$ cat src/hw/pwo_pkg.sv
// Constants, register map and carrier types of the pressure window/offset/status bank
package pwo_pkg;

  // ------------------------------------------------------------
  // Clock and timing
  // ------------------------------------------------------------
  localparam int CLOCK_MHZ = 100;
  localparam int STRETCH_1_US = 16000;
  localparam int STRETCH_2_US = 64000;
  localparam int STRETCH_3_US = 256000;
  localparam int STRETCH_1_CYCLES = STRETCH_1_US * CLOCK_MHZ;
  localparam int STRETCH_2_CYCLES = STRETCH_2_US * CLOCK_MHZ;
  localparam int STRETCH_3_CYCLES = STRETCH_3_US * CLOCK_MHZ;
  localparam int DSP_REINIT_CYCLES = 64;

  // ------------------------------------------------------------
  // Register offsets
  // ------------------------------------------------------------
  localparam logic [7:0] ADDR_IRQ_CONFIG = 8'h45;
  localparam logic [7:0] ADDR_UPPER_LIMIT_LOW = 8'h46;
  localparam logic [7:0] ADDR_UPPER_LIMIT_HIGH = 8'h47;
  localparam logic [7:0] ADDR_LOWER_LIMIT_LOW = 8'h48;
  localparam logic [7:0] ADDR_LOWER_LIMIT_HIGH = 8'h49;
  localparam logic [7:0] ADDR_OFFSET_TRIM_LOW = 8'h4C;
  localparam logic [7:0] ADDR_OFFSET_TRIM_HIGH = 8'h4D;
  localparam logic [7:0] ADDR_DSP_FLAGS = 8'h60;
  localparam logic [7:0] ADDR_EVENT_STATUS = 8'h70;
  localparam logic [7:0] ADDR_EVENT_ENABLE = 8'h71;
  localparam logic [7:0] ADDR_EVENT_CLEAR = 8'h72;

  // ------------------------------------------------------------
  // Field positions and reset values
  // ------------------------------------------------------------
  localparam int CFG_STRETCH_LSB = 4;
  localparam int CFG_SENSE_BIT = 3;
  localparam int FLAG_NEVER_RUN = 3;
  localparam int FLAG_RUNNING = 2;
  localparam int FLAG_CM_FAULT = 1;
  localparam int FLAG_ST_FAILURE = 0;
  localparam int EV_WINDOW = 0;
  localparam int EV_CM_FAULT = 1;
  localparam int EV_ST_FAILURE = 2;
  localparam int EV_LOCKED_WRITE = 3;
  localparam int EV_ARRAY_ERROR = 4;
  localparam int EVENT_COUNT = 5;
  localparam logic [7:0] RESET_BYTE = 8'h00;
  localparam logic [7:0] RESET_CONFIG = 8'h00;
  localparam logic [7:0] RESET_DSP_FLAGS = 8'h08;
  localparam logic [15:0] LIMIT_OFF = 16'h0000;

  // ------------------------------------------------------------
  // Carrier types
  // ------------------------------------------------------------
  typedef struct packed {
    logic write;
    logic read;
    logic [7:0] addr;
    logic [7:0] wdata;
  } reg_req_t;

  typedef struct packed {
    logic valid;
    logic [15:0] pressure;
  } sample_t;

endpackage : pwo_pkg

$ cat src/hw/pressure_window_offset_status.sv
// Pressure window comparator, offset trim, write lock and DSP status flags
//
// Summary of operation
// Limit and trim writes blocked after init done
// Limit and trim registers under array checking
// Two unsigned 16-bit limits, low/high bytes
// Zero limit skips only that comparison
// Both limits zero keeps interrupt off
// Signed trim added to calibrated pressure
// Trim change resets DSP path, result invalid
// Host avoids result reads during reinit
// Host picks trim avoiding compression or rail
// Never-run flag set at reset, cleared by self-test
// Running flag is OR of control bits
// Common-mode excursion sets fault flag
// Fault clears on status read or report
// Self-test failure sticky until reset
// Flags reset to 08h, limits and trim zero
// Sense bit selects outside or inside window
// Stretch zero follows sample, else counter
// Outside means above upper or below lower
// Status writes ignored, bits 7:4 read zero
`timescale 1ns/100ps

module pressure_window_offset_status #(
  parameter int STRETCH_1 = pwo_pkg::STRETCH_1_CYCLES,
  parameter int STRETCH_2 = pwo_pkg::STRETCH_2_CYCLES,
  parameter int STRETCH_3 = pwo_pkg::STRETCH_3_CYCLES,
  parameter int REINIT_CYCLES = pwo_pkg::DSP_REINIT_CYCLES
) (
  input wire logic i_clock,
  input wire logic i_reset,
  input wire pwo_pkg::reg_req_t i_req,
  output logic [7:0] o_rdata,
  input wire logic i_init_done,
  input wire logic [3:0] i_selftest_control,
  input wire logic i_selftest_fail,
  input wire logic i_cm_out_of_limits,
  input wire logic i_status_read_other,
  input wire logic i_tx_reported_cm,
  input wire pwo_pkg::sample_t i_sample,
  output logic [15:0] o_sensor_result,
  output logic o_result_valid,
  output logic o_dsp_path_reset,
  output logic o_interrupt_pin,
  output logic o_array_error,
  output logic o_irq
);

  // ------------------------------------------------------------
  // Register storage
  // ------------------------------------------------------------
  logic [7:0] irq_config_reg;
  logic [15:0] upper_limit_reg;
  logic [15:0] lower_limit_reg;
  logic [15:0] offset_trim_reg;
  logic [15:0] offset_trim_next;
  logic [7:0] check_reg;
  logic [7:0] check_next;
  logic selftest_never_run_reg;
  logic common_mode_fault_reg;
  logic selftest_failure_reg;
  logic selftest_running;
  logic [pwo_pkg::EVENT_COUNT-1:0] event_status_reg;
  logic [pwo_pkg::EVENT_COUNT-1:0] event_enable_reg;
  logic [pwo_pkg::EVENT_COUNT-1:0] event_set;
  logic [pwo_pkg::EVENT_COUNT-1:0] event_clear;
  logic [7:0] rdata_reg;
  logic [7:0] rdata_next;

  // ------------------------------------------------------------
  // Write decode
  // ------------------------------------------------------------
  logic wr_cfg;
  logic wr_trim_lo;
  logic wr_trim_hi;
  logic locked_target;
  logic write_open;
  logic locked_write;
  logic trim_changed;

  assign locked_target = (i_req.addr == pwo_pkg::ADDR_UPPER_LIMIT_LOW)
                      || (i_req.addr == pwo_pkg::ADDR_UPPER_LIMIT_HIGH)
                      || (i_req.addr == pwo_pkg::ADDR_LOWER_LIMIT_LOW)
                      || (i_req.addr == pwo_pkg::ADDR_LOWER_LIMIT_HIGH)
                      || (i_req.addr == pwo_pkg::ADDR_OFFSET_TRIM_LOW)
                      || (i_req.addr == pwo_pkg::ADDR_OFFSET_TRIM_HIGH);
  assign write_open = i_req.write && !i_init_done;
  assign locked_write = i_req.write && i_init_done && locked_target;

  assign wr_cfg = i_req.write && (i_req.addr == pwo_pkg::ADDR_IRQ_CONFIG);
  assign wr_trim_lo = write_open && (i_req.addr == pwo_pkg::ADDR_OFFSET_TRIM_LOW);
  assign wr_trim_hi = write_open && (i_req.addr == pwo_pkg::ADDR_OFFSET_TRIM_HIGH);

  always_comb begin
    offset_trim_next = offset_trim_reg;
    if (wr_trim_lo) begin
      offset_trim_next[7:0] = i_req.wdata;
    end
    if (wr_trim_hi) begin
      offset_trim_next[15:8] = i_req.wdata;
    end
  end

  // Rewriting the same value leaves the data path running
  assign trim_changed = (offset_trim_next != offset_trim_reg);

  // ------------------------------------------------------------
  // Configuration, limits and trim
  // ------------------------------------------------------------
  always_ff @(posedge i_clock or posedge i_reset) begin
    if (i_reset) begin
      irq_config_reg <= pwo_pkg::RESET_CONFIG;
    end else if (wr_cfg) begin
      irq_config_reg <= i_req.wdata & 8'h38;
    end
  end

  always_ff @(posedge i_clock or posedge i_reset) begin
    if (i_reset) begin
      upper_limit_reg <= {pwo_pkg::RESET_BYTE, pwo_pkg::RESET_BYTE};
      lower_limit_reg <= {pwo_pkg::RESET_BYTE, pwo_pkg::RESET_BYTE};
    end else if (write_open) begin
      case (i_req.addr)
        pwo_pkg::ADDR_UPPER_LIMIT_LOW: upper_limit_reg[7:0] <= i_req.wdata;
        pwo_pkg::ADDR_UPPER_LIMIT_HIGH: upper_limit_reg[15:8] <= i_req.wdata;
        pwo_pkg::ADDR_LOWER_LIMIT_LOW: lower_limit_reg[7:0] <= i_req.wdata;
        pwo_pkg::ADDR_LOWER_LIMIT_HIGH: lower_limit_reg[15:8] <= i_req.wdata;
        default: ;
      endcase
    end
  end

  always_ff @(posedge i_clock or posedge i_reset) begin
    if (i_reset) begin
      offset_trim_reg <= {pwo_pkg::RESET_BYTE, pwo_pkg::RESET_BYTE};
    end else begin
      offset_trim_reg <= offset_trim_next;
    end
  end

  // ------------------------------------------------------------
  // Array checking
  // ------------------------------------------------------------
  // Check byte follows every accepted limit or trim write; a later upset of a stored
  // bit shows as a mismatch against the live fold.
  function automatic logic [7:0] fold(input logic [15:0] a, input logic [15:0] b,
                                      input logic [15:0] c);
    fold = a[7:0] ^ a[15:8] ^ b[7:0] ^ b[15:8] ^ c[7:0] ^ c[15:8];
  endfunction : fold

  logic [7:0] stored_byte;
  always_comb begin
    case (i_req.addr)
      pwo_pkg::ADDR_UPPER_LIMIT_LOW: stored_byte = upper_limit_reg[7:0];
      pwo_pkg::ADDR_UPPER_LIMIT_HIGH: stored_byte = upper_limit_reg[15:8];
      pwo_pkg::ADDR_LOWER_LIMIT_LOW: stored_byte = lower_limit_reg[7:0];
      pwo_pkg::ADDR_LOWER_LIMIT_HIGH: stored_byte = lower_limit_reg[15:8];
      pwo_pkg::ADDR_OFFSET_TRIM_LOW: stored_byte = offset_trim_reg[7:0];
      pwo_pkg::ADDR_OFFSET_TRIM_HIGH: stored_byte = offset_trim_reg[15:8];
      default: stored_byte = 8'h00;
    endcase
  end

  always_comb begin
    check_next = check_reg;
    if (write_open && locked_target) begin
      check_next = check_reg ^ i_req.wdata ^ stored_byte;
    end
  end

  always_ff @(posedge i_clock or posedge i_reset) begin
    if (i_reset) begin
      check_reg <= pwo_pkg::RESET_BYTE;
    end else begin
      check_reg <= check_next;
    end
  end

  always_ff @(posedge i_clock or posedge i_reset) begin
    if (i_reset) begin
      o_array_error <= 1'b0;
    end else if (check_reg != fold(upper_limit_reg, lower_limit_reg, offset_trim_reg)) begin
      o_array_error <= 1'b1;
    end
  end

  // ------------------------------------------------------------
  // DSP data path and offset trim
  // ------------------------------------------------------------
  logic [31:0] reinit_count_reg;
  logic dsp_ready;
  logic sample_take;

  assign dsp_ready = (reinit_count_reg == 32'h0000_0000);
  assign sample_take = i_sample.valid && dsp_ready && !trim_changed;

  always_ff @(posedge i_clock or posedge i_reset) begin
    if (i_reset) begin
      reinit_count_reg <= 32'h0000_0000;
      o_dsp_path_reset <= 1'b0;
    end else begin
      o_dsp_path_reset <= trim_changed;
      if (trim_changed) begin
        reinit_count_reg <= 32'(REINIT_CYCLES);
      end else if (!dsp_ready) begin
        reinit_count_reg <= reinit_count_reg - 32'h0000_0001;
      end
    end
  end

  // Valid only after a fresh sample once the path has settled again
  always_ff @(posedge i_clock or posedge i_reset) begin
    if (i_reset) begin
      o_sensor_result <= 16'h0000;
      o_result_valid <= 1'b0;
    end else if (trim_changed) begin
      o_result_valid <= 1'b0;
    end else if (sample_take) begin
      o_sensor_result <= i_sample.pressure + offset_trim_reg;
      o_result_valid <= 1'b1;
    end
  end

  // ------------------------------------------------------------
  // Window comparator
  // ------------------------------------------------------------
  logic [15:0] compared;
  logic above_upper;
  logic below_lower;
  logic both_off;
  logic outside;
  logic condition;
  logic [1:0] stretch_sel;
  logic [31:0] stretch_load;
  logic [31:0] stretch_count_reg;
  logic [31:0] stretch_count_next;

  assign compared = i_sample.pressure + offset_trim_reg;
  assign above_upper = (upper_limit_reg != pwo_pkg::LIMIT_OFF)
                    && (compared > upper_limit_reg);
  assign below_lower = (lower_limit_reg != pwo_pkg::LIMIT_OFF)
                    && (compared < lower_limit_reg);
  assign both_off = (upper_limit_reg == pwo_pkg::LIMIT_OFF)
                 && (lower_limit_reg == pwo_pkg::LIMIT_OFF);
  assign outside = above_upper || below_lower;
  assign condition = !both_off && (irq_config_reg[pwo_pkg::CFG_SENSE_BIT] ? !outside
                                                                           : outside);
  assign stretch_sel = irq_config_reg[pwo_pkg::CFG_STRETCH_LSB +: 2];

  always_comb begin
    case (stretch_sel)
      2'h1: stretch_load = 32'(STRETCH_1);
      2'h2: stretch_load = 32'(STRETCH_2);
      2'h3: stretch_load = 32'(STRETCH_3);
      default: stretch_load = 32'h0000_0000;
    endcase
  end

  always_comb begin
    stretch_count_next = stretch_count_reg;
    if (both_off || (stretch_sel == 2'h0)) begin
      stretch_count_next = 32'h0000_0000;
    end else if (sample_take && condition) begin
      stretch_count_next = stretch_load;
    end else if (stretch_count_reg != 32'h0000_0000) begin
      stretch_count_next = stretch_count_reg - 32'h0000_0001;
    end
  end

  always_ff @(posedge i_clock or posedge i_reset) begin
    if (i_reset) begin
      stretch_count_reg <= 32'h0000_0000;
    end else begin
      stretch_count_reg <= stretch_count_next;
    end
  end

  always_ff @(posedge i_clock or posedge i_reset) begin
    if (i_reset) begin
      o_interrupt_pin <= 1'b0;
    end else if (both_off) begin
      o_interrupt_pin <= 1'b0;
    end else if (stretch_sel == 2'h0) begin
      if (sample_take) begin
        o_interrupt_pin <= condition;
      end
    end else begin
      o_interrupt_pin <= (stretch_count_next != 32'h0000_0000);
    end
  end

  // ------------------------------------------------------------
  // DSP status flags
  // ------------------------------------------------------------
  logic flags_read;
  logic cm_clear;

  assign selftest_running = |i_selftest_control;
  assign flags_read = i_req.read && (i_req.addr == pwo_pkg::ADDR_DSP_FLAGS);
  assign cm_clear = flags_read || i_status_read_other || i_tx_reported_cm;

  always_ff @(posedge i_clock or posedge i_reset) begin
    if (i_reset) begin
      selftest_never_run_reg <= pwo_pkg::RESET_DSP_FLAGS[pwo_pkg::FLAG_NEVER_RUN];
    end else if (selftest_running) begin
      selftest_never_run_reg <= 1'b0;
    end
  end

  // A fresh excursion in the clearing cycle keeps the flag set
  always_ff @(posedge i_clock or posedge i_reset) begin
    if (i_reset) begin
      common_mode_fault_reg <= pwo_pkg::RESET_DSP_FLAGS[pwo_pkg::FLAG_CM_FAULT];
    end else if (i_cm_out_of_limits) begin
      common_mode_fault_reg <= 1'b1;
    end else if (cm_clear) begin
      common_mode_fault_reg <= 1'b0;
    end
  end

  always_ff @(posedge i_clock or posedge i_reset) begin
    if (i_reset) begin
      selftest_failure_reg <= pwo_pkg::RESET_DSP_FLAGS[pwo_pkg::FLAG_ST_FAILURE];
    end else if (i_selftest_fail) begin
      selftest_failure_reg <= 1'b1;
    end
  end

  // ------------------------------------------------------------
  // Event status, enable and clear
  // ------------------------------------------------------------
  assign event_set[pwo_pkg::EV_WINDOW] = sample_take && condition;
  assign event_set[pwo_pkg::EV_CM_FAULT] = i_cm_out_of_limits && !common_mode_fault_reg;
  assign event_set[pwo_pkg::EV_ST_FAILURE] = i_selftest_fail && !selftest_failure_reg;
  assign event_set[pwo_pkg::EV_LOCKED_WRITE] = locked_write;
  assign event_set[pwo_pkg::EV_ARRAY_ERROR] = !o_array_error
      && (check_reg != fold(upper_limit_reg, lower_limit_reg, offset_trim_reg));
  assign event_clear = (i_req.write && (i_req.addr == pwo_pkg::ADDR_EVENT_CLEAR))
                     ? i_req.wdata[pwo_pkg::EVENT_COUNT-1:0]
                     : '0;

  genvar gi;
  generate
    for (gi = 0; gi < pwo_pkg::EVENT_COUNT; gi++) begin : g_event
      always_ff @(posedge i_clock or posedge i_reset) begin
        if (i_reset) begin
          event_status_reg[gi] <= 1'b0;
        end else if (event_set[gi]) begin
          event_status_reg[gi] <= 1'b1;
        end else if (event_clear[gi]) begin
          event_status_reg[gi] <= 1'b0;
        end
      end
    end
  endgenerate

  always_ff @(posedge i_clock or posedge i_reset) begin
    if (i_reset) begin
      event_enable_reg <= '0;
    end else if (i_req.write && (i_req.addr == pwo_pkg::ADDR_EVENT_ENABLE)) begin
      event_enable_reg <= i_req.wdata[pwo_pkg::EVENT_COUNT-1:0];
    end
  end

  assign o_irq = |(event_status_reg & event_enable_reg);

  // ------------------------------------------------------------
  // Read path
  // ------------------------------------------------------------
  // Status register has no write decode, so writes to it fall away
  always_comb begin
    rdata_next = 8'h00;
    if (i_req.read) begin
      case (i_req.addr)
        pwo_pkg::ADDR_IRQ_CONFIG: rdata_next = irq_config_reg;
        pwo_pkg::ADDR_DSP_FLAGS: begin
          rdata_next = {4'h0, selftest_never_run_reg, selftest_running,
                        common_mode_fault_reg, selftest_failure_reg};
        end
        pwo_pkg::ADDR_EVENT_STATUS: rdata_next = 8'(event_status_reg);
        pwo_pkg::ADDR_EVENT_ENABLE: rdata_next = 8'(event_enable_reg);
        default: rdata_next = stored_byte;
      endcase
    end
  end

  always_ff @(posedge i_clock or posedge i_reset) begin
    if (i_reset) begin
      rdata_reg <= 8'h00;
    end else begin
      rdata_reg <= rdata_next;
    end
  end

  assign o_rdata = rdata_reg;

endmodule : pressure_window_offset_status

$ cat config.mk
export PLATFORM = sky130hd
export DESIGN_NAME = pressure_window_offset_status
export DESIGN_NICKNAME = d
export VERILOG_FILES = /design/src/hw/pwo_pkg.sv /design/src/hw/pressure_window_offset_status.sv
export SDC_FILE = /design/constraint.sdc
export NUM_CORES = 1
export LEC_CHECK = 0
export ABC_AREA = 0
export BUFFER_PORTS_ARGS = -buffer_cell sky130_fd_sc_hd__buf_2
export CAP_MARGIN = 5
export CORE_MARGIN = 2
export CORE_UTILIZATION = 40
export CTS_CLUSTER_SIZE = 20
export DETAILED_ROUTE_END_ITERATION = 8
export HOLD_SLACK_MARGIN = 0.08
export PLACE_DENSITY_LB_ADDON = 0.1
export SETUP_SLACK_MARGIN = 0.3
export SYNTH_ARGS = -nofsm -noshare
export SYNTH_HDL_FRONTEND = slang
export SYNTH_SLANG_ARGS = --single-unit
$ cat constraint.sdc
create_clock -name i_clock -period 8.6 [get_ports i_clock]
set_input_delay 0.86 -clock i_clock [delete_from_list [all_inputs] [get_ports i_clock]]
set_output_delay 0.86 -clock i_clock [all_outputs]
set_load 0.05 [all_outputs]
### Yosys cells after proc, flatten, opt, wreduce, memory -nomap -nowiden

Cells that the tools add are included.

| storage, ports and cells | value |
|---|---|
| flip-flop bits (word level) | 164 |
| input port bits | 46 |
| logic and storage cells | 144 |

| cells by class | value |
|---|---|
| add/sub/neg operators | 3 |
| order comparisons | 2 |
| equality and inequality tests | 18 |
| mux-type cells | 30 |
| bitwise gates (word level) | 9 |
| reductions and logical operators | 58 |

Operators by type and width:

| operator | count |
|---|---|
| $mux 32 | 5 |
| $eq 8x7->1 const B | 11 |
| $pmux 25 s3 | 1 |
| $reduce_bool 32->1 | 2 |
| $sub 32x1->32 const B | 2 |
| $xor 8x8->8 | 7 |
| $pmux 8 s6 | 1 |
| $logic_not 16->1 | 2 |
| $logic_not 32->1 | 1 |
| $pmux 8 s4 | 1 |
| $reduce_bool 16->1 | 2 |
| $mux 8 | 3 |
| $logic_and 1x1->1 | 20 |
| $mux 1 | 18 |
| $add 16x16->16 | 1 |
| $gt 16x16->1 | 1 |
| $lt 16x16->1 | 1 |
| $ne 16x16->1 | 1 |
| $reduce_bool 2->1 | 7 |
| $reduce_and 2->1 | 5 |
| $logic_or 1x1->1 | 9 |
| $ne 8x8->1 | 1 |
| $logic_not 1->1 | 7 |
| $and 5x5->5 | 1 |
| other kinds (9) | 10 |

### Longest topological paths before layout

| logic depth | value |
|---|---|
| depth in word-level cells | 13 |
| mapped depth | 24 |
| mapped depth without buffers | 23 |

### Worst setup path after synthesis

No wires, ideal clock.

| path | value |
|---|---|
| path kind | input port to flip-flop |
| start point | input port i_sample[1] in the netlist's numbering |
| end point | register o_interrupt_pin |
| library setup time | 82 ps |
| arrival time | 4913 ps |
| required time | 8518 ps |
| path slack | 3605 ps |
| stages | 21 |
| path buffers | 0 |
| cells stage by stage | ha_1 -> a21o_1 -> a21o_1 -> a21oi_1 -> o21ai_1 -> a41o_1 -> o41ai_1 -> o2111ai_1 -> a21oi_1 -> xnor2_1 -> ha_1 -> and3_1 -> nand4_1 -> a211oi_1 -> nor3_1 -> o32a_1 -> a211o_1 -> nand2_2 -> mux2i_1 -> and4b_1 -> a31oi_1 |

| between the ends | value |
|---|---|
| longest elaborated chain between the ends | 13 |
| elaborated cells between the ends (all ways) | 16 |
| classes of those cells | add/sub (1); order compare (2); mux (6); reduce/logical (7) |

Ends and longest elaborated chain:

| item | line | text |
|---|---|---|
| start: declaration | pressure_window_offset_status.sv:41 | `input wire pwo_pkg::sample_t i_sample,` |
| $add 16x16->16 * | pressure_window_offset_status.sv:239 | `assign compared = i_sample.pressure + offset_trim_reg;` |
| named net compared[15] | pressure_window_offset_status.sv:228 | `logic [15:0] compared;` |
| $gt 16x16->1 or $lt 16x16->1 (tied branches) | pressure_window_offset_status.sv:241, pressure_window_offset_status.sv:243 |  |
| $logic_and 1x1->1 (on tied branches) | pressure_window_offset_status.sv:241, pressure_window_offset_status.sv:243 |  |
| $logic_or 1x1->1 * | pressure_window_offset_status.sv:246 | `assign outside = above_upper \|\| below_lower;` |
| $logic_not 1->1 | pressure_window_offset_status.sv:247 | `assign condition = !both_off && (irq_config_reg[pwo_pkg::CFG_SENSE_BIT] ? !outside` |
| $mux 1 * | pressure_window_offset_status.sv:247 |  |
| $logic_and 1x1->1 * | pressure_window_offset_status.sv:247 |  |
| $logic_and 1x1->1 * | pressure_window_offset_status.sv:264 | `end else if (sample_take && condition) begin` |
| $mux 32 * | pressure_window_offset_status.sv:264 |  |
| $mux 32 * | pressure_window_offset_status.sv:262 | `if (both_off \|\| (stretch_sel == 2'h0)) begin` |
| named net stretch_count_next[22] | pressure_window_offset_status.sv:237 | `logic [31:0] stretch_count_next;` |
| $reduce_bool 32->1 * | pressure_window_offset_status.sv:289 | `o_interrupt_pin <= (stretch_count_next != 32'h0000_0000);` |
| $mux 1 * | pressure_window_offset_status.sv:284 | `end else if (stretch_sel == 2'h0) begin` |
| $mux 1 * | pressure_window_offset_status.sv:282 | `end else if (both_off) begin` |
| end signal: assignment | pressure_window_offset_status.sv:286 | `o_interrupt_pin <= condition;` |
| end signal: assignment | pressure_window_offset_status.sv:289 |  |
| end: declaration | pressure_window_offset_status.sv:45 | `output logic o_interrupt_pin,` |

The timed path passes the listed nets; every way through them passes the cells marked *. The select of a mux whose other input is x is not followed.
A chain may end at the register's enable or synchronous reset.

### Worst setup path after layout

| path | value |
|---|---|
| start point | input port i_sample[1] in the netlist's numbering |
| end point | register o_interrupt_pin |

| between the ends | value |
|---|---|
| longest elaborated chain between the ends | 13 |
| elaborated cells between the ends (all ways) | 16 |
| classes of those cells | add/sub (1); order compare (2); mux (6); reduce/logical (7) |

Ends and longest elaborated chain:

| item | line |
|---|---|
| $add 16x16->16 * | pressure_window_offset_status.sv:239 |
| named net compared[15] | pressure_window_offset_status.sv:228 |
| $gt 16x16->1 or $lt 16x16->1 (tied branches) | pressure_window_offset_status.sv:241, pressure_window_offset_status.sv:243 |
| $logic_and 1x1->1 (on tied branches) | pressure_window_offset_status.sv:241, pressure_window_offset_status.sv:243 |
| $logic_or 1x1->1 * | pressure_window_offset_status.sv:246 |
| $logic_not 1->1 | pressure_window_offset_status.sv:247 |
| $mux 1 * | pressure_window_offset_status.sv:247 |
| $logic_and 1x1->1 * | pressure_window_offset_status.sv:247 |
| $logic_and 1x1->1 | pressure_window_offset_status.sv:264 |
| $mux 32 | pressure_window_offset_status.sv:264 |
| $mux 32 | pressure_window_offset_status.sv:262 |
| $reduce_bool 32->1 | pressure_window_offset_status.sv:289 |
| $mux 1 * | pressure_window_offset_status.sv:284 |
| $mux 1 * | pressure_window_offset_status.sv:282 |

Marks and branches as above.

==> results.yml <==
run_status:
  status: "completed"
route:
  wl_per_cell_um: 18.49
  postRouteAntennaNets: 0
  wl_mm: 26.96
  via_per_inst: 5.378
  firstDrtPassIters: 6
  dr_total_vias: 7841
  drc: 0
  drt_iter0_drc: 585
clock_tree:
  cts-buffers-inserted: 17
  cts_tree: "built"
  cts_hold_buf: 0
  postCtsSetupRepairBufs: 0
  cts_max_level: 4
  clk_pin_slew_ps: 70
  clock-sinks: 164
  clock_path_buffers: 2
  cts_resized: 0
  cts-root-buf: "clkbuf_16"
  clk_latency_ps: 430
die:
  die_h_um: 162.6
  io_pins: 75
  coreArea_sq_um: 24960
  rows: 58
  die-area_sq_um: 26450
  initial_core_util_pct: 40.32
  die_w_um: 162.6
synth:
  yosysUniqueCellTypes: 75
  async_flop_share_pct: 100.0
  synth.avg_cell_area_sq_um: 9.577
  synth_area_sq_um: 10070
  ys_warn_count: 0
  yosys.area_share.adder_pct: 6.911
  synth_top_family_by_area: "simple AND/OR/NAND/NOR gates"
  ys_ff_latch: 164
  synth-edff-count: 0
  syn_inst: 1051
  synthSimpleGateAreaFrac_pct: 19.64
  synth_mux_area_share_pct: 6.227
  synthXorXnorAreaFrac_pct: 12.36
  syn_nets: 1152
  yosysSeqAreaShare_pct: 40.78
  synth_compound_area_share_pct: 10.69
  synth_ff_type: "dfrtp_1"
timing:
  fmax_mhz: 173.1
  slew_violations: 0
  hold_slack_ps: 474.0
  tns_ps: 0
  fin_ws_ps: 2823
  setup_viol: 0
  skew_ps: 15.44
  fin_crit_ps: 5777
  relSlewSlack_pct: 13.08
  worst_slew_pin_slew_ps: 1292
  rsz0062_at_grt: "false"
  finalHoldViolations: 0
  post-route-period-util_pct: 67.17
placed_design:
  gp_congestion: 0.8423
  hpwl_mm: 20.00
  pre_cts_slack_ps: 2446
  port_buffers: 74
power_and_ir_drop:
  power_leakage_nw: 5.064
  totalPowerFinal_mw: 2.376
  ir_drop_mv: 0.1190
  pwr_density_cell_nw_per_um2: 209.4
layout:
  multi_input_area_sq_um: 5625
  nFillCells: 2439
  final_util_pct: 45.44
  nets: 1215
  regArea_sq_um: 4105
  drive_gt1_share_pct: 16.77
  syn2layout_area_growth_pct: 12.70
global_routing:
  gr-usage-all-layers_pct: 21.52
  grt_pass1_vias: 7762
  antenna_found_initial: 1
  grt_first_pass_wirelength_mm: 43.75
  grt-ovfl-total: 0
  grt_max_degree: 89
flow_run:
  drv_cap: 0
worst_hold_path:
  holdCritPathClass: "reg -> reg"
worst_setup_path:
  start_kind: "primary input"
  cp-end-kind: "flop"
  crit_type: "in -> reg"
  critPathArrivalTime_ps: 6080
  path_max_fanout: 11
  crit_required_ps: 8910
## cell usage in the layout, fill, tap and decap left out, types with 36 or more instances in the layout
master and count:
nor2_1 89, xnor2_1 107, nand2_1 117, ha_1 54, a21oi_1 44, mux2_2 53, inv_1 51, buf_2 74
dfrtp_1 163, nor3_1 36
## worst max-delay path, stage by stage
cell       delay, ps
buf_2            110
ha_1             280
a21o_1           180
a21o_1           200
a21oi_1          250
o21ai_1          140
a41o_1           260
o41ai_1          590
o2111ai_1        280
a21oi_1          230
xnor2_1          180
ha_1             290
and3_1           200
nand4_1          150
a211oi_1          80
nor3_1           190
o32a_1           310
a21o_1           190
nand4b_1         400
or2_2            460
a22oi_1          160
a31oi_1          100
## metrics by stage
stage	instance area, sq um	std cells
floorplan	10070	1051
global placement	10730	1425
detailed placement	10730	1425
CTS	11340	1457
global route	11340	1457
finish	11340	1458
## report_power, final
part | internal, mW | switching, mW
combinational | 0.280 | 0.402
clock | 0.465 | 0.349
sequential | 0.822 | 0.0576
## logic make-up after synthesis
| kind of cell | Yosys count |
|---|---|
| DFF | 164 |
| AOI/OAI and AO/OA | 164 |
| muxes | 56 |
| xor gates and xnor gates | 142 |
| and+or+nand+nor | 386 |
| adders and majority gates | 55 |
| buffers and inverters | 84 |
## cell type report
cell class	instances	share of cell area (%)
Inverter	52	1.765
Antenna cell	1	0.02206
Clock inverter	15	1.654
Timing Repair Buffer	76	3.397
Clock buffer	17	3.750
Sequential cell	164	36.19
Multi-Input combinational cell	803	49.59
Tap cell	330	3.640
## cell usage after synthesis, types with 21 or more instances
library cell | instances | area share [%]
nor2_1 | 89 | 3.3
ha_1 | 54 | 6.7
a21oi_1 | 44 | 2.2
nor4_1 | 23 | 1.4
nor3_1 | 36 | 1.8
mux2_2 | 53 | 5.9
xor2_1 | 35 | 3.0
clkbuf_1 | 21 | 0.78
inv_1 | 52 | 1.9
o21ai_0 | 34 | 1.7
nand3_1 | 24 | 1.2
nand2_1 | 117 | 4.4
dfrtp_1 | 163 | 41
xnor2_1 | 107 | 9.3
## final timing paths
| check | startpoint | end | slack, ps | cells after the start |
|---|---|---|---|---|
| max reg2reg | offset_trim_reg[1] | o_interrupt_pin | 2870 | 21 |
| min reg2reg | o_sensor_result[8] | o_sensor_result[8] | 470 | 2 |
| max in group asynchronous | i_reset | upper_limit_reg[3] | 6490 | 3 |
| min | o_sensor_result[8] | o_sensor_result[8] | 470 | 2 |
| min in group asynchronous | i_reset | reinit_count_reg[14] | 600 | 2 |
| max | i_sample[1] | o_interrupt_pin | 2820 | 22 |
## layer usage
layer	GRT usage [%]	part of all wire, %	up-vias	wire, um
met3	4.049	3.6	44	983
met1	29.31	46	3799	12450
li1	-	-	3835	-
met2	34.45	48	163	12860
met5	0	0	-	0
met4	7.482	2.4	0	657
(Power assumes the default switching activity.)
